### config.mk
export PLATFORM = sky130hd
export DESIGN_NAME = tom_regs
export DESIGN_NICKNAME = d
export VERILOG_FILES = /design/src/design/tom_pkg.sv /design/src/design/tom_offset_add.sv /design/src/design/tom_regs.sv
export SDC_FILE = /design/constraint.sdc
export NUM_CORES = 1
export LEC_CHECK = 0
export BUFFER_PORTS_ARGS = -buffer_cell sky130_fd_sc_hd__buf_2
export CORE_ASPECT_RATIO = 0.8
export CORE_UTILIZATION = 46
export DETAILED_ROUTE_END_ITERATION = 16
export PLACE_DENSITY = 0.79
export REMOVE_ABC_BUFFERS = 1
export SYNTH_ARGS = -nofsm -noshare
export SYNTH_HDL_FRONTEND = slang
export SYNTH_SLANG_ARGS = --single-unit
export TNS_END_PERCENT = 100
### constraint.sdc
create_clock -name i_core_clk -period 2.5 [get_ports i_core_clk]
set_input_delay 0.25 -clock i_core_clk [delete_from_list [all_inputs] [get_ports i_core_clk]]
set_output_delay 0.25 -clock i_core_clk [all_outputs]
set_load 0.05 [all_outputs]
### src/design/tom_pkg.sv
// package: register map, fields and encodings of the offset and config bank
package tom_pkg;
	// register indices, byte address is four times the index
	localparam logic [7:0] ADDR_LOCAL_OFS = 8'h71;
	localparam logic [7:0] ADDR_REMOTE2_OFS = 8'h72;
	localparam logic [7:0] ADDR_CONFIG_TWO = 8'h73;
	localparam logic [7:0] ADDR_CONTROL = 8'h80;
	localparam logic [7:0] ADDR_DUTY_BASE = 8'h84;
	// reset values
	localparam logic [7:0] RST_LOCAL_OFS = 8'h00;
	localparam logic [7:0] RST_REMOTE2_OFS = 8'h00;
	localparam logic [7:0] RST_CONFIG_TWO = 8'h00;
	localparam logic [7:0] DUTY_SHUTDOWN = 8'h00;
	// config two fields
	localparam int BIT_SENSE_EN = 0;
	localparam int BIT_FLAG_LO = 1;
	localparam int BIT_AVG_BYP = 4;
	localparam int BIT_ATTENUATOR_BYPASS_BYP = 5;
	localparam int BIT_SINGLE = 6;
	localparam int BIT_SHUTDOWN_ENABLE = 7;
	// writable mask of config two
	localparam logic [7:0] CFG2_WMASK = 8'hf1;
	// control register fields (lock and polarity)
	localparam int BIT_LOCK = 0;
	localparam int BIT_INVERT = 1;
	// channel select field in the speed-min high byte
	localparam int CHSEL_LSB = 5;
	// channel codes
	typedef enum logic [2:0] {
		TOM_CH_RSV0 = 3'h0,
		TOM_CH_CORE = 3'h1,
		TOM_CH_SUPPLY = 3'h2,
		TOM_CH_RSV3 = 3'h3,
		TOM_CH_RSV4 = 3'h4,
		TOM_CH_REMOTE1 = 3'h5,
		TOM_CH_LOCAL = 3'h6,
		TOM_CH_REMOTE2 = 3'h7
	} tom_chan_t;
	// axi responses
	localparam logic [1:0] RESP_OKAY = 2'h0;
	localparam logic [1:0] RESP_SLVERR = 2'h2;
endpackage

### src/design/tom_offset_add.sv
// saturating add of a half-degree signed offset to a 10-bit reading
module tom_offset_add (
	// reading, quarter-degree lsb
	input wire logic [9:0] i_raw,
	// offset, half-degree lsb
	input wire logic [7:0] i_ofs,
	// corrected reading
	output logic [9:0] o_sum
);
	logic signed [11:0] sum;
	always_comb begin
		sum = $signed({2'h0, i_raw}) + $signed({{3{i_ofs[7]}}, i_ofs, 1'b0});
		if (sum < 0) begin
			o_sum = 10'h000;
		end else if (sum > 12'sh3ff) begin
			o_sum = 10'h3ff;
		end else begin
			o_sum = sum[9:0];
		end
	end
endmodule

### src/design/tom_regs.sv
// offset correction and measurement config two register bank, axi4-lite slave
// Notes on behaviour
// - local offset added, half degree per count
// - remote two offset added, half degree per count
// - offsets and config two reset zero
// - lock bit makes these registers read-only
// - sense enable makes bits 3:1 show fans
// - bits 3:1 read-only four-wire flags
// - bit 4 skips conversion averaging
// - bit 5 bypasses core voltage attenuator
// - bit 6 converts one selected channel
// - channel from bits 7:5 of 0x55
// - bit 7 forces fan drives off
// - shutdown duty reads return zero
module tom_regs (
	// clock and reset
	input wire logic i_core_clk,
	input wire logic i_rst_n,
	// axi4-lite write address
	input wire logic [9:0] i_awaddr,
	input wire logic i_awvalid,
	output logic o_awready,
	// axi4-lite write data
	input wire logic [31:0] i_wdata,
	input wire logic [3:0] i_wstrb,
	input wire logic i_wvalid,
	output logic o_wready,
	// axi4-lite write response
	output logic [1:0] o_bresp,
	output logic o_bvalid,
	input wire logic i_bready,
	// axi4-lite read address
	input wire logic [9:0] i_araddr,
	input wire logic i_arvalid,
	output logic o_arready,
	// axi4-lite read data
	output logic [31:0] o_rdata,
	output logic [1:0] o_rresp,
	output logic o_rvalid,
	input wire logic i_rready,
	// measurement side
	input wire logic [9:0] i_local_raw,
	input wire logic [9:0] i_remote2_raw,
	input wire logic i_meas_done,
	input wire logic [2:0] i_fan_detect,
	input wire logic [7:0] i_speed_min_hi,
	input wire logic [23:0] i_duty_cur,
	input wire logic [2:0] i_pwm_raw,
	// measurement controls and results
	output logic [9:0] o_local_temp,
	output logic [9:0] o_remote2_temp,
	output logic o_averaging_bypass,
	output logic o_attenuator_bypass,
	output logic o_single_channel_convert,
	output logic [2:0] o_chan_sel,
	output logic o_convert_enable,
	output logic o_shutdown_enable,
	output logic [2:0] o_pwm
);
	typedef struct packed {
		logic aw_got;
		logic [9:0] aw_addr;
		logic w_got;
		logic [7:0] w_data;
		logic w_strb0;
		logic bvalid;
		logic [1:0] bresp;
		logic rvalid;
		logic [31:0] rdata;
		logic [1:0] rresp;
		logic [7:0] local_ofs;
		logic [7:0] remote2_ofs;
		logic [7:0] cfg2;
		logic [1:0] ctrl;
		logic [2:0] det_m;
		logic [2:0] det_s;
		logic [2:0] pwm_m;
		logic [2:0] pwm_s;
		logic [9:0] local_t;
		logic [9:0] remote2_t;
		logic single_channel_convert_en;
		logic [2:0] pwm;
		logic [2:0] chan_sel;
	} tom_state_t;

	tom_state_t st_r;
	tom_state_t st_nxt;
	logic [9:0] local_sum;
	logic [9:0] remote2_sum;
	logic [7:0] cfg2_view;
	logic chan_ok;
	logic [2:0] chan;
	// write decode
	logic wr_fire;
	logic wr_locked;
	logic wr_lane0;
	logic [7:0] wr_idx;
	logic wr_hit_local;
	logic wr_hit_remote2;
	logic wr_hit_cfg2;
	logic wr_hit_ctrl;
	logic wr_hit_duty;
	logic wr_mapped;
	logic [7:0] cfg2_wr;
	// read decode
	logic rd_fire;
	logic [7:0] rd_idx;
	logic rd_hit_local;
	logic rd_hit_remote2;
	logic rd_hit_cfg2;
	logic rd_hit_ctrl;
	logic rd_hit_duty;
	logic rd_mapped;
	logic [23:0] duty_view;

	tom_offset_add u_local_add (
		.i_raw(i_local_raw),
		.i_ofs(st_r.local_ofs),
		.o_sum(local_sum)
	);
	tom_offset_add u_remote2_add (
		.i_raw(i_remote2_raw),
		.i_ofs(st_r.remote2_ofs),
		.o_sum(remote2_sum)
	);

	always_comb begin
		st_nxt = st_r;
		chan = i_speed_min_hi[tom_pkg::CHSEL_LSB +: 3];
		st_nxt.chan_sel = chan;
		case (chan)
			tom_pkg::TOM_CH_CORE,
			tom_pkg::TOM_CH_SUPPLY,
			tom_pkg::TOM_CH_REMOTE1,
			tom_pkg::TOM_CH_LOCAL,
			tom_pkg::TOM_CH_REMOTE2: chan_ok = 1'b1;
			default: chan_ok = 1'b0;
		endcase
		// flag view of config two
		cfg2_view = st_r.cfg2;
		if (st_r.cfg2[tom_pkg::BIT_SENSE_EN]) begin
			cfg2_view[tom_pkg::BIT_FLAG_LO +: 3] = st_r.det_s;
		end else begin
			cfg2_view[tom_pkg::BIT_FLAG_LO +: 3] = 3'h0;
		end
		// pin synchronisers
		st_nxt.det_m = i_fan_detect;
		st_nxt.det_s = st_r.det_m;
		st_nxt.pwm_m = i_pwm_raw;
		st_nxt.pwm_s = st_r.pwm_m;
		// conversion gating
		st_nxt.single_channel_convert_en = !(st_r.cfg2[tom_pkg::BIT_SINGLE] && !chan_ok);
		if (i_meas_done && st_r.single_channel_convert_en) begin
			st_nxt.local_t = local_sum;
			st_nxt.remote2_t = remote2_sum;
		end
		// fan drive, forced off in shutdown
		if (st_r.cfg2[tom_pkg::BIT_SHUTDOWN_ENABLE]) begin
			st_nxt.pwm = {3{st_r.ctrl[tom_pkg::BIT_INVERT]}};
		end else begin
			st_nxt.pwm = st_r.pwm_s;
		end
		// write channel
		if (!st_r.aw_got && i_awvalid) begin
			st_nxt.aw_got = 1'b1;
			st_nxt.aw_addr = i_awaddr;
		end
		if (!st_r.w_got && i_wvalid) begin
			st_nxt.w_got = 1'b1;
			st_nxt.w_data = i_wdata[7:0];
			st_nxt.w_strb0 = i_wstrb[0];
		end
		// write decode, one word per register
		wr_fire = st_r.aw_got && st_r.w_got && !st_r.bvalid;
		wr_idx = st_r.aw_addr[9:2];
		wr_locked = st_r.ctrl[tom_pkg::BIT_LOCK];
		wr_lane0 = st_r.w_strb0;
		wr_hit_local = (wr_idx == tom_pkg::ADDR_LOCAL_OFS);
		wr_hit_remote2 = (wr_idx == tom_pkg::ADDR_REMOTE2_OFS);
		wr_hit_cfg2 = (wr_idx == tom_pkg::ADDR_CONFIG_TWO);
		wr_hit_ctrl = (wr_idx == tom_pkg::ADDR_CONTROL);
		wr_hit_duty = (wr_idx == tom_pkg::ADDR_DUTY_BASE);
		wr_mapped = wr_hit_local || wr_hit_remote2 || wr_hit_cfg2 || wr_hit_ctrl || wr_hit_duty;
		// config two write value, flag bits kept clear
		cfg2_wr = st_r.w_data & tom_pkg::CFG2_WMASK;
		if (wr_fire) begin
			st_nxt.aw_got = 1'b0;
			st_nxt.w_got = 1'b0;
			st_nxt.bvalid = 1'b1;
			if (wr_mapped) begin
				st_nxt.bresp = tom_pkg::RESP_OKAY;
			end else begin
				st_nxt.bresp = tom_pkg::RESP_SLVERR;
			end
			if (wr_lane0 && !wr_locked) begin
				if (wr_hit_local) begin
					st_nxt.local_ofs = st_r.w_data;
				end
				if (wr_hit_remote2) begin
					st_nxt.remote2_ofs = st_r.w_data;
				end
				if (wr_hit_cfg2) begin
					st_nxt.cfg2 = cfg2_wr;
				end
			end
			if (wr_lane0 && wr_hit_ctrl) begin
				// lock is sticky until reset
				st_nxt.ctrl[tom_pkg::BIT_LOCK] = st_r.ctrl[tom_pkg::BIT_LOCK] |
					st_r.w_data[tom_pkg::BIT_LOCK];
				st_nxt.ctrl[tom_pkg::BIT_INVERT] = st_r.w_data[tom_pkg::BIT_INVERT];
			end
		end
		if (st_r.bvalid && i_bready) begin
			st_nxt.bvalid = 1'b0;
		end
		// read decode, one word per register
		rd_fire = i_arvalid && !st_r.rvalid;
		rd_idx = i_araddr[9:2];
		rd_hit_local = (rd_idx == tom_pkg::ADDR_LOCAL_OFS);
		rd_hit_remote2 = (rd_idx == tom_pkg::ADDR_REMOTE2_OFS);
		rd_hit_cfg2 = (rd_idx == tom_pkg::ADDR_CONFIG_TWO);
		rd_hit_ctrl = (rd_idx == tom_pkg::ADDR_CONTROL);
		rd_hit_duty = (rd_idx == tom_pkg::ADDR_DUTY_BASE);
		rd_mapped = rd_hit_local || rd_hit_remote2 || rd_hit_cfg2 || rd_hit_ctrl || rd_hit_duty;
		// duty view, zero while shut down
		if (st_r.cfg2[tom_pkg::BIT_SHUTDOWN_ENABLE]) begin
			duty_view = {3{tom_pkg::DUTY_SHUTDOWN}};
		end else begin
			duty_view = i_duty_cur;
		end
		// read channel
		if (rd_fire) begin
			st_nxt.rvalid = 1'b1;
			st_nxt.rdata = 32'h0000_0000;
			if (rd_mapped) begin
				st_nxt.rresp = tom_pkg::RESP_OKAY;
			end else begin
				st_nxt.rresp = tom_pkg::RESP_SLVERR;
			end
			if (rd_hit_local) begin
				st_nxt.rdata = {24'h00_0000, st_r.local_ofs};
			end
			if (rd_hit_remote2) begin
				st_nxt.rdata = {24'h00_0000, st_r.remote2_ofs};
			end
			if (rd_hit_cfg2) begin
				st_nxt.rdata = {24'h00_0000, cfg2_view};
			end
			if (rd_hit_ctrl) begin
				st_nxt.rdata = {30'h0000_0000, st_r.ctrl};
			end
			if (rd_hit_duty) begin
				st_nxt.rdata = {8'h00, duty_view};
			end
		end else if (st_r.rvalid && i_rready) begin
			st_nxt.rvalid = 1'b0;
		end
	end

	always_ff @(posedge i_core_clk or negedge i_rst_n) begin
		if (!i_rst_n) begin
			st_r <= '0;
			st_r.local_ofs <= tom_pkg::RST_LOCAL_OFS;
			st_r.remote2_ofs <= tom_pkg::RST_REMOTE2_OFS;
			st_r.cfg2 <= tom_pkg::RST_CONFIG_TWO;
			st_r.single_channel_convert_en <= 1'b1;
		end else begin
			st_r <= st_nxt;
		end
	end

	// outputs straight from flops
	assign o_awready = !st_r.aw_got;
	assign o_wready = !st_r.w_got;
	assign o_bvalid = st_r.bvalid;
	assign o_bresp = st_r.bresp;
	assign o_arready = !st_r.rvalid;
	assign o_rvalid = st_r.rvalid;
	assign o_rdata = st_r.rdata;
	assign o_rresp = st_r.rresp;
	assign o_local_temp = st_r.local_t;
	assign o_remote2_temp = st_r.remote2_t;
	assign o_averaging_bypass = st_r.cfg2[tom_pkg::BIT_AVG_BYP];
	assign o_attenuator_bypass = st_r.cfg2[tom_pkg::BIT_ATTENUATOR_BYPASS_BYP];
	assign o_single_channel_convert = st_r.cfg2[tom_pkg::BIT_SINGLE];
	assign o_chan_sel = st_r.chan_sel;
	assign o_convert_enable = st_r.single_channel_convert_en;
	assign o_shutdown_enable = st_r.cfg2[tom_pkg::BIT_SHUTDOWN_ENABLE];
	assign o_pwm = st_r.pwm;
endmodule

==> parameters.txt, run 1 <==
Parameter                              Value

Setup path
  Critical path required time    2.71 ns
  Endpoint class of the critical path    register
  Startpoint kind of the worst setup timing path    register
  Peak per-stage delay on the critical path    0.43 ns
  Cell class contributing the biggest share of worst-path delay    compound AO/OA/AOI/OAI gates
  Sum of buffers and inverters on the critical path    0
  Cell-by-cell listing of the critical path    ha_2 > fa_2 > a21oi_4 > o22ai_2 > a221o_1 > and2_4 > mux2i_4 > a311oi_1
  Setup slack of the most critical reg-to-reg path    0.07 ns
  Peak fanout along the critical path    7
  Worst setup path category    register to register
  Slowest cell on the critical path    sky130_fd_sc_hd__fa_2
  Data arrival time of the critical path    2.64 ns

Synthesis
  Yosys warns    0
  Simple-gate share of the synthesized area    11.6%
  Fraction of the mapped netlist area in compound gates    13.0%
  Largest area contributor in the synthesized netlist    sky130_fd_sc_hd__dfrtp_1
  Cell Area, Synth    5680 sq um
  Cell types occupying the most area after synthesis    sky130_fd_sc_hd__dfrtp_1, sky130_fd_sc_hd__buf_4, sky130_fd_sc_hd__mux2_1, sky130_fd_sc_hd__ha_1, sky130_fd_sc_hd__nand2_1
  Sequential-to-total area share from yosys stat    48.0%
  Most used DFF post-synth    sky130_fd_sc_hd__dfrtp_1
  Flip-flop and latch count after synthesis    109
  Largest family of logic cells by synthesized area    compound AO/OA/AOI/OAI gates
  Avg Inst Size Synth    10.4 sq um
  Share of the synthesized area in the top cell type    47.6%
  Number of library cell types mapped by synthesis    53
  Gate count after technology mapping    547
  Post-synth EDFFs    0
  Ys async rst share    100%
  Xor and xnor fraction of the mapped netlist area    2.31%
  Adder and majority gate portion of the synthesized area    5.33%
  Multiplexer area fraction after synthesis    9.21%

Drt
  Detailed Route WL    12700 microns
  Post-detailed-route via-to-cell ratio    5.30
  Wire length per cell    15.6 microns
  Number of DRC markers after the initial detailed-route iteration    274
  Remaining number of nets flagged by the antenna check after routing    0
  Count of vias placed by the detailed router    4308
  First drt pass iteration count    7
  Final routed DRC violation total    0

Timing
  Max Clk Rate    411 MHz
  Worst Clk Skew    0.00591 ns
  Worst Hold Slack    0.0238 ns
  Total setup violations reported at the end of the flow    0
  Final Hold Viols    0
  Max-slew headroom at the worst pin    54.6%
  Final Max Tran Viols    0
  Clock period minus worst slack    2.43 ns
  Fraction of the cycle the final worst path needs    97.2%
  Final worst setup slack    0.0692 ns
  Worst Max-Slew Pin Slew    0.679 ns

Floorplan
  Placeable core region    11800 sq um
  IO Pins    194
  Effective utilization at floorplan    48.2%
  Overall die height    101 microns
  Site Rows    35
  Area of the die    12800 sq um
  DIE WIDTH    126 microns

Run status
  Result of the run    completed

CTS
  Clock Latency Late Sink    0.35 ns
  # H-tree levels    3
  Root Buffer Master    sky130_fd_sc_hd__clkbuf_16
  Number of clock buffers inserted by TritonCTS    9
  Clock-pin slew on the worst setup and hold paths    0.07 ns
  Clock Tree Buf Depth    2
  Clk sink count    109
  Clock tree from TritonCTS    yes

Power
  LEAKAGE    0.00332 uW
  Worst-case vdd ir drop    0.000685 V
  Power, Total    5610 uW
  Power Density    834 nW/um^2

Cells and area
  Util after Layout    57.0%
  Number of nets in the layout    805
  Commonest non-fill, non-tap cell in the layout    sky130_fd_sc_hd__buf_2
  Area growth, synth to finish    18.3%
  Diodes inserted    0
  FILL cells    995
  Most frequent cells in the layout    sky130_fd_sc_hd__buf_2, sky130_fd_sc_hd__dfrtp_1, sky130_fd_sc_hd__nand2_1
  Layout cells sized above 1    31.1%

Global route
  Via count of the first global-routing pass    4209
  Initial antenna violation count    0
  Pin count of the biggest net entering global routing    64
  Total overflow reported by the global router    0
  Wire length of the first global-routing pass    20400 microns
  Global-route usage over all layers    20.5%

Placed design
  Setup slack at placement    -0.0664 ns
  Detailed-placement wirelength estimate    9740 microns
  Gpl congestion    0.860
  Port Buffers    147

Job
  Count of maximum capacitance violations    0

Hold path
  Path class of the lowest-slack min-delay path    input port to register
## metrics by stage
step | setup TNS, ns | area (sq um) | cells
after floorplan | 0 | 5190 | 478
after global placement | 0 | 6230 | 787
after detailed placement | -0.571 | 6230 | 787
after CTS | 0 | 6640 | 810
after global routing | -0.00744 | 6720 | 813
final | 0 | 6720 | 813
## logic make-up after synthesis
logic type                 count (synthesis)
other                                      1
AOI/OAI and AO/OA                        116
buffers and inverters                     95
muxes                                     46
adders and majority gates                 23
DFF                                      109
xor gates and xnor gates                  15
and+or+nand+nor                          142
## path summary, 6_finish.rpt
kind | startpoint | to | cells after the start
max in group asynchronous | i_rst_n | o_convert_enable | 3
max reg2reg | st_r[49] | o_remote2_temp[4] | 8
min | i_speed_min_hi[5] | o_chan_sel[0] | 1
max | st_r[49] | o_remote2_temp[4] | 8
min reg2reg | st_nxt[33] | st_r[33] | 0
min in group asynchronous | i_rst_n | st_nxt[28] | 2
## timing repair
| item | in CTS | in global routing |
|---|---|---|
| hold endpoints to repair | 27 | 0 |
| gates cloned | 0 | 0 |
| pin swaps | 0 | 7 |
| resized for setup | 5 | 12 |
| hold buffers | 7 | 0 |
| buffers inserted | 0 | 3 |
| setup endpoints to repair | 14 | 17 |
## metal layers
metal | vias to the layer above | GRT usage (%) | part of all wire (%)
li1 | 2065 | - | -
met1 | 2040 | 26.4 | 43
met2 | 179 | 33.5 | 48
met3 | 24 | 5.76 | 6.9
met4 | 0 | 6.95 | 2.1
met5 | - | 0 | 0
## cell type report
| cell class | count | area [sq um] | area share, % |
|---|---|---|---|
| multi-input combinational | 352 | 2480 | 37.0 |
| clock buffer | 9 | 225 | 3.35 |
| timing repair buffer | 171 | 948 | 14.1 |
| tap | 148 | 185 | 2.76 |
| clock inverter | 7 | 82.6 | 1.23 |
| sequential | 109 | 2730 | 40.6 |
| inverter | 17 | 63.8 | 0.950 |
## power by group
group	internal, uW	switching (uW)
Sequential	2100	278
Clock	791	666
Combinational	599	1170
## cells in the mapped netlist (2+ instances only)
cell                       instances
sky130_fd_sc_hd__nor3_2            2
sky130_fd_sc_hd__or3_1             4
sky130_fd_sc_hd__a21o_1            3
sky130_fd_sc_hd__inv_1            16
sky130_fd_sc_hd__clkbuf_1         16
sky130_fd_sc_hd__mux2_1           39
sky130_fd_sc_hd__mux2i_2           2
sky130_fd_sc_hd__o22ai_1           2
sky130_fd_sc_hd__a21oi_1          17
sky130_fd_sc_hd__a311oi_1          7
sky130_fd_sc_hd__xor2_1            5
sky130_fd_sc_hd__nand2_1          59
sky130_fd_sc_hd__and2_1            4
sky130_fd_sc_hd__nand3b_2          2
sky130_fd_sc_hd__ha_1             21
sky130_fd_sc_hd__mux2_2            5
sky130_fd_sc_hd__dfrtp_1         108
sky130_fd_sc_hd__buf_4            62
sky130_fd_sc_hd__o21ai_0          10
sky130_fd_sc_hd__a22o_1            8
sky130_fd_sc_hd__fa_1              2
sky130_fd_sc_hd__nor3_1           11
sky130_fd_sc_hd__a31oi_1           3
sky130_fd_sc_hd__o21a_1            6
sky130_fd_sc_hd__nand3_1          10
sky130_fd_sc_hd__xnor2_1          10
sky130_fd_sc_hd__nor4_1            2
sky130_fd_sc_hd__o21ai_1          40
sky130_fd_sc_hd__nand4b_1          3
sky130_fd_sc_hd__a211oi_1          2
sky130_fd_sc_hd__nor2b_1           8
sky130_fd_sc_hd__nor2_1           32
sky130_fd_sc_hd__a22oi_1           6
## state kept, by name, summed over array words and instances (netlist names)
signal                    flops
o_local_temp                 10
cfg2_view                     1
wr_lane0                      1
o_convert_enable              1
o_rdata                      24
st_r                         37
o_rvalid                      1
o_averaging_bypass            1
st_nxt                        6
o_attenuator_bypass           1
o_bvalid                      1
o_single_channel_convert      1
o_chan_sel                    3
cfg2_wr                       5
o_pwm                         3
o_remote2_temp               10
o_bresp                       1
o_rresp                       1
o_shutdown_enable             1
(Power assumes the default switching activity.)
==> run 2, diff against run 1 <==
--- a/config.mk
+++ b/config.mk
@@ -9,9 +9,11 @@
 export CORE_ASPECT_RATIO = 0.8
 export CORE_UTILIZATION = 46
 export DETAILED_ROUTE_END_ITERATION = 16
+export MAX_ROUTING_LAYER = met4
 export PLACE_DENSITY = 0.79
 export REMOVE_ABC_BUFFERS = 1
 export SYNTH_ARGS = -nofsm -noshare
 export SYNTH_HDL_FRONTEND = slang
+export SYNTH_HIERARCHICAL = 1
 export SYNTH_SLANG_ARGS = --single-unit
 export TNS_END_PERCENT = 100
==> parameters.txt, run 2 <==
Parameter                              Value

Run status
  Result of the run    completed (unchanged)

Floorplan
  Effective utilization at floorplan    47.8% (was 48.2%)
  DIE WIDTH    129 microns (was 126 microns)
  Placeable core region    12300 sq um (was 11800 sq um)
  IO Pins    194 (unchanged)
  Overall die height    103 microns (was 101 microns)
  Area of the die    13300 sq um (was 12800 sq um)
  Site Rows    36 (was 35)

Setup path
  Cell class contributing the biggest share of worst-path delay    compound AO/OA/AOI/OAI gates (unchanged)
  Data arrival time of the critical path    2.69 ns (was 2.64 ns)
  Worst setup path category    register to register (unchanged)
  Endpoint class of the critical path    register (unchanged)
  Peak fanout along the critical path    6 (was 7)
  Sum of buffers and inverters on the critical path    1 (was 0)
  Peak per-stage delay on the critical path    0.43 ns (about the same)
  Startpoint kind of the worst setup timing path    register (unchanged)
  Cell-by-cell listing of the critical path    ha_4 > fa_2 > a21o_4 > a221oi_4 > o221ai_4 > buf_4 > o211ai_1 > o31ai_1 > mux2_2 (was ha_2 > fa_2 > a21oi_4 > o22ai_2 > a221o_1 > and2_4 > mux2i_4 > a311oi_1)
  Slowest cell on the critical path    sky130_fd_sc_hd__dfrtp_1 (was sky130_fd_sc_hd__fa_2)
  Critical path required time    2.72 ns (was 2.71 ns)

Synthesis
  Share of the synthesized area in the top cell type    45.8% (was 47.6%)
  Yosys warns    6 (was 0)
  Gate count after technology mapping    495 (was 547)
  Post-synth EDFFs    0 (unchanged)
  Largest area contributor in the synthesized netlist    sky130_fd_sc_hd__dfrtp_1 (unchanged)
  Cell types occupying the most area after synthesis    sky130_fd_sc_hd__dfrtp_1, sky130_fd_sc_hd__mux2_2, sky130_fd_sc_hd__buf_4, sky130_fd_sc_hd__ha_1, sky130_fd_sc_hd__a22o_1 (was sky130_fd_sc_hd__dfrtp_1, sky130_fd_sc_hd__buf_4, sky130_fd_sc_hd__mux2_1, sky130_fd_sc_hd__ha_1, sky130_fd_sc_hd__nand2_1)
  Flip-flop and latch count after synthesis    109 (unchanged)
  Most used DFF post-synth    sky130_fd_sc_hd__dfrtp_1 (unchanged)
  Number of library cell types mapped by synthesis    52 (was 53)
  List of most frequent post-synthesis cells    sky130_fd_sc_hd__dfrtp_1, sky130_fd_sc_hd__mux2_2, sky130_fd_sc_hd__buf_4, sky130_fd_sc_hd__ha_1, sky130_fd_sc_hd__nand2_1 (was sky130_fd_sc_hd__dfrtp_1, sky130_fd_sc_hd__buf_4, sky130_fd_sc_hd__nand2_1, sky130_fd_sc_hd__o21ai_1, sky130_fd_sc_hd__mux2_1)
  Ys async rst share    100% (unchanged)
  Cell Area, Synth    5900 sq um (was 5680 sq um)
  Sequential-to-total area share from yosys stat    46.2% (was 48.0%)
  Avg Inst Size Synth    11.9 sq um (was 10.4 sq um)
  Cell with the most instances after synthesis    sky130_fd_sc_hd__dfrtp_1 (unchanged)

CTS
  Number of clock buffers inserted by TritonCTS    9 (unchanged)
  Clock Tree Buf Depth    2 (unchanged)
  # H-tree levels    3 (unchanged)
  Clk sink count    109 (unchanged)
  Clock Latency Late Sink    0.34 ns (was 0.35 ns)
  Clock-pin slew on the worst setup and hold paths    0.07 ns (about the same)
  Clock tree from TritonCTS    yes (unchanged)
  Root Buffer Master    sky130_fd_sc_hd__clkbuf_16 (unchanged)

Timing
  Total setup violations reported at the end of the flow    0 (unchanged)
  Fraction of the cycle the final worst path needs    98.8% (was 97.2%)
  Worst Max-Slew Pin Slew    0.972 ns (was 0.679 ns)
  Worst Hold Slack    0.0129 ns (was 0.0238 ns)
  Final Max Tran Viols    0 (unchanged)
  Max-slew headroom at the worst pin    35.2% (was 54.6%)
  Unrepaired setup endpoints after global routing    yes
  Worst Clk Skew    0.00678 ns (was 0.00591 ns)
  Clock period minus worst slack    2.47 ns (was 2.43 ns)
  Max Clk Rate    405 MHz (was 411 MHz)
  Final Hold Viols    0 (unchanged)

Drt
  Wire length per cell    16.7 microns (was 15.6 microns)
  Final routed DRC violation total    0 (unchanged)
  Count of vias placed by the detailed router    4136 (was 4308)
  Post-detailed-route via-to-cell ratio    5.28 (was 5.30)
  Detailed Route WL    13100 microns (was 12700 microns)
  Remaining number of nets flagged by the antenna check after routing    0 (unchanged)
  Number of DRC markers after the initial detailed-route iteration    202 (was 274)
  First drt pass iteration count    4 (was 7)

Cells and area
  Layout cells sized above 1    45.4% (was 31.1%)
  Most frequent cells in the layout    sky130_fd_sc_hd__buf_2, sky130_fd_sc_hd__dfrtp_1, sky130_fd_sc_hd__mux2_2 (was sky130_fd_sc_hd__buf_2, sky130_fd_sc_hd__dfrtp_1, sky130_fd_sc_hd__nand2_1)
  FILL cells    1088 (was 995)
  Max reg flops    37 (unchanged)
  Commonest non-fill, non-tap cell in the layout    sky130_fd_sc_hd__buf_2 (unchanged)
  Largest reg by FF count    st_r (unchanged)
  Post-route cell area    6890 sq um (was 6720 sq um)
  Number of nets in the layout    754 (was 805)
  Area growth, synth to finish    16.6% (was 18.3%)

Job
  Count of maximum capacitance violations    0 (unchanged)

Global route
  Busiest layer in global routing    met2 (unchanged)
  Pin count of the biggest net entering global routing    79 (was 64)
  Via count of the first global-routing pass    4023 (was 4209)
  Initial antenna violation count    0 (unchanged)
  Total overflow reported by the global router    0 (unchanged)
  Met1 usage in global routing    25.8% (was 26.4%)
  GR met2 Demand/Resource    34.8% (was 33.5%)
  Wire length of the first global-routing pass    20200 microns (was 20400 microns)
  Met3 track demand over resource    3.86% (was 5.76%)
  Global-route usage over all layers    20.5% (about the same)

Power
  LEAKAGE    0.00343 uW (was 0.00332 uW)
  Sw Pwr    2330 uW (was 2110 uW)
  Logic gate share of total power    36.7% (was 31.5%)
  Internal    3720 uW (was 3490 uW)
  Power Density    879 nW/um^2 (was 834 nW/um^2)
  Reg power frac    40.5% (was 42.5%)
  Worst-case vdd ir drop    0.000942 V (was 0.000685 V)
  Switching share of power    38.5% (was 37.7%)
  Clock power share    22.8% (was 26.0%)

Placed design
  Dpl cell area    6470 sq um (was 6230 sq um)
  Port Buffers    147 (unchanged)
  Detailed-placement wirelength estimate    9870 microns (was 9740 microns)
  Gpl congestion    0.855 (was 0.860)

Hold path
  Path class of the lowest-slack min-delay path    input port to register (unchanged)
[run 2: cell count changes in the layout (fill, tap and decap cells not counted), moves of 6 or more]
cell,before,now
sky130_fd_sc_hd__mux2_2,5,63
sky130_fd_sc_hd__nand2_1,59,21
sky130_fd_sc_hd__o21ai_0,10,16
sky130_fd_sc_hd__o21ai_1,39,0
sky130_fd_sc_hd__o31ai_1,1,8
sky130_fd_sc_hd__o211ai_1,1,8
sky130_fd_sc_hd__nor2_1,32,15
sky130_fd_sc_hd__a22o_1,8,17
sky130_fd_sc_hd__nor3_1,11,1
sky130_fd_sc_hd__mux2_1,39,0
[run 2: area by class of cell]
| cell class | count | area, sq um | share of cell area (%) |
|---|---|---|---|
| diodes | 1 | 2.50 | 0.0363 |
| clock buffers | 10 | 229 | 3.33 |
| clock inverters | 4 | 51.3 | 0.745 |
| inverters | 18 | 67.6 | 0.981 |
| multi-input cells | 300 | 2650 | 38.5 |
| flip-flops and latches | 109 | 2730 | 39.6 |
| well taps | 171 | 214 | 3.11 |
| repair buffers | 171 | 938 | 13.6 |
[run 2: metal layers]
metal  part of all wire, %  up-vias
met4                  0.63        0
met1                    45     2056
met3                   4.2       11
met5                     0        -
met2                    50      130
li1                      -     1939
[run 2: worst paths after layout]
check	start	to	slack, ns	cells past startpoint
max	st_r[57]	o_local_temp[1]	0.03	9
min	i_pwm_raw[1]	st_nxt[28]	0.01	1
max reg2reg	st_r[57]	o_local_temp[1]	0.03	9
min reg2reg	st_nxt[34]	st_r[34]	0.35	0
max in group asynchronous	i_rst_n	o_rdata[8]	1.35	3
min in group asynchronous	i_rst_n	o_local_temp[9]	0.39	2
[run 2: timing repair]
item                       in CTS  in global routing
buffers inserted                4                  5
setup endpoints to repair      15                 16
hold endpoints to repair       32                  0
hold buffers                    3                  0
pin swaps                       6                  6
resized for setup               4                  5
[run 2: logic make-up after synthesis]
group                    count (synthesis)  share of synthesized area (%)
AO/OA/AOI/OAI                          112                           15.6
XOR/XNOR                                18                           3.94
adder cells (fa/ha/maj)                 23                           5.13
buffers and inverters                   95                           10.1
flip-flops                             109                           46.2
multiplexers                            64                           12.2
other                                    1                         0.0635
AND/OR/NAND/NOR                         73                           6.82
[run 2: metrics by stage]
stage	TNS (ns)	utilization, %	std cells	setup WS (ns)	total power, uW
after global routing	-0.517	55.8	783	-0.0714	6380
final	0	55.8	784	0.0310	6050
after detailed placement	-0.413	52.4	757	-0.0478	4670
after global placement	0	52.4	757	0.0330	4570
after CTS	0	55.3	778	0.00134	6090
after floorplan	0	-	427	0.0163	4050
[run 2: power groups by stage]
stage | Sequential [uW] | Clock, uW | Combinational [uW]
after global placement | 2450 | 0 | 2120
after floorplan | 3050 | 0 | 992
after global routing | 2510 | 1500 | 2370
final | 2450 | 1380 | 2220
after detailed placement | 2480 | 0 | 2180
after CTS | 2450 | 1430 | 2210
==> run 3, diff against run 2 <==
--- a/config.mk
+++ b/config.mk
@@ -5,12 +5,13 @@
 export SDC_FILE = /design/constraint.sdc
 export NUM_CORES = 1
 export LEC_CHECK = 0
+export ABC_AREA = 1
 export BUFFER_PORTS_ARGS = -buffer_cell sky130_fd_sc_hd__buf_2
 export CORE_ASPECT_RATIO = 0.8
 export CORE_UTILIZATION = 46
 export DETAILED_ROUTE_END_ITERATION = 16
 export MAX_ROUTING_LAYER = met4
-export PLACE_DENSITY = 0.79
+export PLACE_DENSITY = 0.78
 export REMOVE_ABC_BUFFERS = 1
 export SYNTH_ARGS = -nofsm -noshare
 export SYNTH_HDL_FRONTEND = slang
==> constraint.sdc (replaced) <==
create_clock -name i_core_clk -period 2.5 [get_ports i_core_clk]
set_input_delay 0.25 -clock i_core_clk [delete_from_list [all_inputs] [get_ports i_core_clk]]
set_output_delay 0.25 -clock i_core_clk [all_outputs]
set_load 0.02 [all_outputs]
==> parameters.txt, run 3 <==
Parameter                              Value

Synthesis
  Flip-flop and latch count after synthesis    109 (unchanged)
  Number of library cell types mapped by synthesis    36 (was 52)
  Cell with the most instances after synthesis    sky130_fd_sc_hd__nand2_1 (was sky130_fd_sc_hd__dfrtp_1)
  Yosys warns    6 (unchanged)
  Share of the synthesized area in the top cell type    43.6% (was 45.8%)
  Avg Inst Size Synth    8.40 sq um (was 11.9 sq um)
  Gate count after technology mapping    738 (was 495)
  Cell types occupying the most area after synthesis    sky130_fd_sc_hd__dfrtp_1, sky130_fd_sc_hd__nand2_1, sky130_fd_sc_hd__buf_4, sky130_fd_sc_hd__nand3_1, sky130_fd_sc_hd__ha_1 (was sky130_fd_sc_hd__dfrtp_1, sky130_fd_sc_hd__mux2_2, sky130_fd_sc_hd__buf_4, sky130_fd_sc_hd__ha_1, sky130_fd_sc_hd__a22o_1)
  Ys async rst share    100% (unchanged)
  Largest area contributor in the synthesized netlist    sky130_fd_sc_hd__dfrtp_1 (unchanged)
  List of most frequent post-synthesis cells    sky130_fd_sc_hd__nand2_1, sky130_fd_sc_hd__dfrtp_1, sky130_fd_sc_hd__inv_1, sky130_fd_sc_hd__buf_4, sky130_fd_sc_hd__nand3_1 (was sky130_fd_sc_hd__dfrtp_1, sky130_fd_sc_hd__mux2_2, sky130_fd_sc_hd__buf_4, sky130_fd_sc_hd__ha_1, sky130_fd_sc_hd__nand2_1)
  Cell Area, Synth    6200 sq um (was 5900 sq um)
  Post-synth EDFFs    0 (unchanged)
  Sequential-to-total area share from yosys stat    44.0% (was 46.2%)
  Most used DFF post-synth    sky130_fd_sc_hd__dfrtp_1 (unchanged)

Floorplan
  Site Rows    37 (was 36)
  Effective utilization at floorplan    47.6% (was 47.8%)
  Area of the die    13900 sq um (was 13300 sq um)
  DIE WIDTH    132 microns (was 129 microns)
  Overall die height    106 microns (was 103 microns)
  IO Pins    194 (unchanged)
  Placeable core region    13000 sq um (was 12300 sq um)

Drt
  Remaining number of nets flagged by the antenna check after routing    0 (unchanged)
  Number of DRC markers after the initial detailed-route iteration    190 (was 202)
  Post-detailed-route via-to-cell ratio    4.78 (was 5.28)
  Detailed Route WL    13300 microns (was 13100 microns)
  First drt pass iteration count    5 (was 4)
  Wire length per cell    13.0 microns (was 16.7 microns)
  Final routed DRC violation total    0 (unchanged)
  Count of vias placed by the detailed router    4868 (was 4136)

Global route
  Via count of the first global-routing pass    4531 (was 4023)
  Global-route usage over all layers    20.4% (was 20.5%)
  Wire length of the first global-routing pass    21900 microns (was 20200 microns)
  Total overflow reported by the global router    0 (unchanged)
  Pin count of the biggest net entering global routing    65 (was 79)
  Initial antenna violation count    0 (unchanged)

CTS
  Clock tree from TritonCTS    yes (unchanged)
  Clock Latency Late Sink    0.35 ns (was 0.34 ns)
  Root Buffer Master    sky130_fd_sc_hd__clkbuf_16 (unchanged)
  # H-tree levels    3 (unchanged)
  Number of clock buffers inserted by TritonCTS    9 (unchanged)
  Post_cts resized    0 (was 4)
  Post-CTS setup buffer count    0 (was 4)
  Clk sink count    109 (unchanged)
  Clock-pin slew on the worst setup and hold paths    0.07 ns (about the same)
  Number of buffers inserted by hold repair at cts    5 (was 3)
  Clock Tree Buf Depth    2 (unchanged)

Setup path
  Sum of buffers and inverters on the critical path    1 (unchanged)
  Cell-by-cell listing of the critical path    ha_1 > fa_1 > nand3_1 > nand3_2 > nand2_2 > nand2_2 > inv_2 > a21oi_2 > mux2_2 (was ha_4 > fa_2 > a21o_4 > a221oi_4 > o221ai_4 > buf_4 > o211ai_1 > o31ai_1 > mux2_2)
  Data arrival time of the critical path    2.41 ns (was 2.69 ns)
  Peak fanout along the critical path    7 (was 6)
  Endpoint class of the critical path    register (unchanged)
  Worst setup path category    register to register (unchanged)
  Cell class contributing the biggest share of worst-path delay    adder cells (was compound AO/OA/AOI/OAI gates)
  Depth of the worst register-to-register path    9 (unchanged)
  Startpoint kind of the worst setup timing path    register (unchanged)
  Peak per-stage delay on the critical path    0.48 ns (was 0.43 ns)
  Critical path required time    2.73 ns (was 2.72 ns)
  Slowest cell on the critical path    sky130_fd_sc_hd__fa_1 (was sky130_fd_sc_hd__dfrtp_1)
  Most numerous cell on the critical path    sky130_fd_sc_hd__nand2_2
  Crit. path cell count    9 (unchanged)

Timing
  Worst Max-Slew Pin Slew    0.848 ns (was 0.972 ns)
  Unrepaired setup endpoints after global routing    no (was yes)
  Fraction of the cycle the final worst path needs    87.2% (was 98.8%)
  Final Max Tran Viols    0 (unchanged)
  Clock period minus worst slack    2.18 ns (was 2.47 ns)
  Total setup violations reported at the end of the flow    0 (unchanged)
  Max Clk Rate    459 MHz (was 405 MHz)
  Post-Route Setup TNS    0 ns (unchanged)
  Worst Clk Skew    0.00580 ns (was 0.00678 ns)
  Max-slew headroom at the worst pin    43.3% (was 35.2%)
  Final Hold Viols    0 (unchanged)

Run status
  Result of the run    completed (unchanged)

Cells and area
  Most frequent cells in the layout    sky130_fd_sc_hd__nand2_1, sky130_fd_sc_hd__buf_2, sky130_fd_sc_hd__dfrtp_1 (was sky130_fd_sc_hd__buf_2, sky130_fd_sc_hd__dfrtp_1, sky130_fd_sc_hd__mux2_2)
  Area growth, synth to finish    14.6% (was 16.6%)
  Max reg flops    37 (unchanged)
  Diodes inserted    0 (was 1)
  Commonest non-fill, non-tap cell in the layout    sky130_fd_sc_hd__nand2_1 (was sky130_fd_sc_hd__buf_2)
  FILL cells    1212 (was 1088)
  Layout cells sized above 1    28.9% (was 45.4%)
  Largest reg by FF count    st_r (unchanged)
  Post-route cell area    7100 sq um (was 6890 sq um)
  Number of nets in the layout    984 (was 754)

Placed design
  Detailed-placement wirelength estimate    10300 microns (was 9870 microns)
  Gpl congestion    0.899 (was 0.855)
  Port Buffers    147 (unchanged)
  Dpl cell area    6690 sq um (was 6470 sq um)

Job
  Count of maximum capacitance violations    0 (unchanged)

Power
  LEAKAGE    0.00389 uW (was 0.00343 uW)
  Worst-case vdd ir drop    0.000710 V (was 0.000942 V)
  Power Density    970 nW/um^2 (was 879 nW/um^2)

Hold path
  Path class of the lowest-slack min-delay path    input port to async pin (was input port to register)
[run 3: cell types whose count changed after synthesis, sizes merged, moves of 6 or more]
| cell | change |
|---|---|
| a22o | -17 |
| nand4 | +10 |
| nand2 | +186 |
| nor2b | -6 |
| nor2 | +45 |
| inv | +55 |
| a22oi | -10 |
| a21oi | +22 |
| mux2 | -42 |
| o31ai | -8 |
| xnor2 | -6 |
| a21o | -8 |
| o21ai | +15 |
| nand3 | +50 |
[run 3: layout make-up]
| class | count | area [sq um] | share of cell area, % |
|---|---|---|---|
| clock buffers | 9 | 225 | 3.17 |
| clock inverters | 7 | 129 | 1.81 |
| inverters | 73 | 274 | 3.86 |
| multi-input cells | 489 | 2690 | 37.8 |
| flip-flops and latches | 109 | 2730 | 38.4 |
| well taps | 175 | 219 | 3.08 |
| repair buffers | 157 | 841 | 11.8 |
[run 3: metrics by stage]
stage | util (%) | power [uW] | setup slack (ns) | hold WS, ns | std cells
floorplan | - | 4440 | 0.581 | -0.0456 | 671
global placement | 51.4 | 5190 | 0.358 | 0.331 | 997
detailed placement | 51.4 | 5270 | 0.330 | 0.335 | 997
CTS | 54.5 | 6970 | 0.306 | 0.000589 | 1018
global route | 54.6 | 7380 | 0.201 | 0.0178 | 1019
finish | 54.6 | 6890 | 0.319 | 0.0128 | 1019
[run 3: metal layers]
| layer | GRT usage (%) | share of wire, % | vias to the layer above |
|---|---|---|---|
| met5 | - | 0 | - |
| met4 | 5.65 | 1.4 | 0 |
| met3 | 3.51 | 5.2 | 14 |
| met2 | 31.3 | 45 | 149 |
| met1 | 27.9 | 49 | 2207 |
| li1 | - | - | 2498 |
[run 3: final timing paths]
check	start	to	slack, ns
worst max-delay path	st_r[57]	o_local_temp[9]	0.32
worst min register to register	st_nxt[33]	st_r[33]	0.35
worst min-delay path	i_rst_n	o_local_temp[0]	0.01
max in group asynchronous	i_rst_n	o_shutdown_enable	1.81
worst max register to register	st_r[57]	o_local_temp[9]	0.32
min in group i_core_clk	i_speed_min_hi[7]	o_chan_sel[2]	0.03
[run 3: cell families (layout without fill, tap and decap cells)]
group           count (synthesis)  count (layout)  share of synthesized area (%)
buf+inv                       149             246                           13.1
fa+ha+maj                      23              23                           4.89
other cells                     1              10                         0.0605
simple gates                  342             342                           24.6
mux                            22              22                           4.00
xor+xnor                       12              12                           1.70
compound gates                 80              80                           7.57
flops                         109             109                           44.0
[run 3: power breakdown]
group	switching [uW]	total, uW	internal, uW
clock	671	1670	997
sequential	379	2640	2270
combinational	1580	2580	993
total	2640	6890	4260
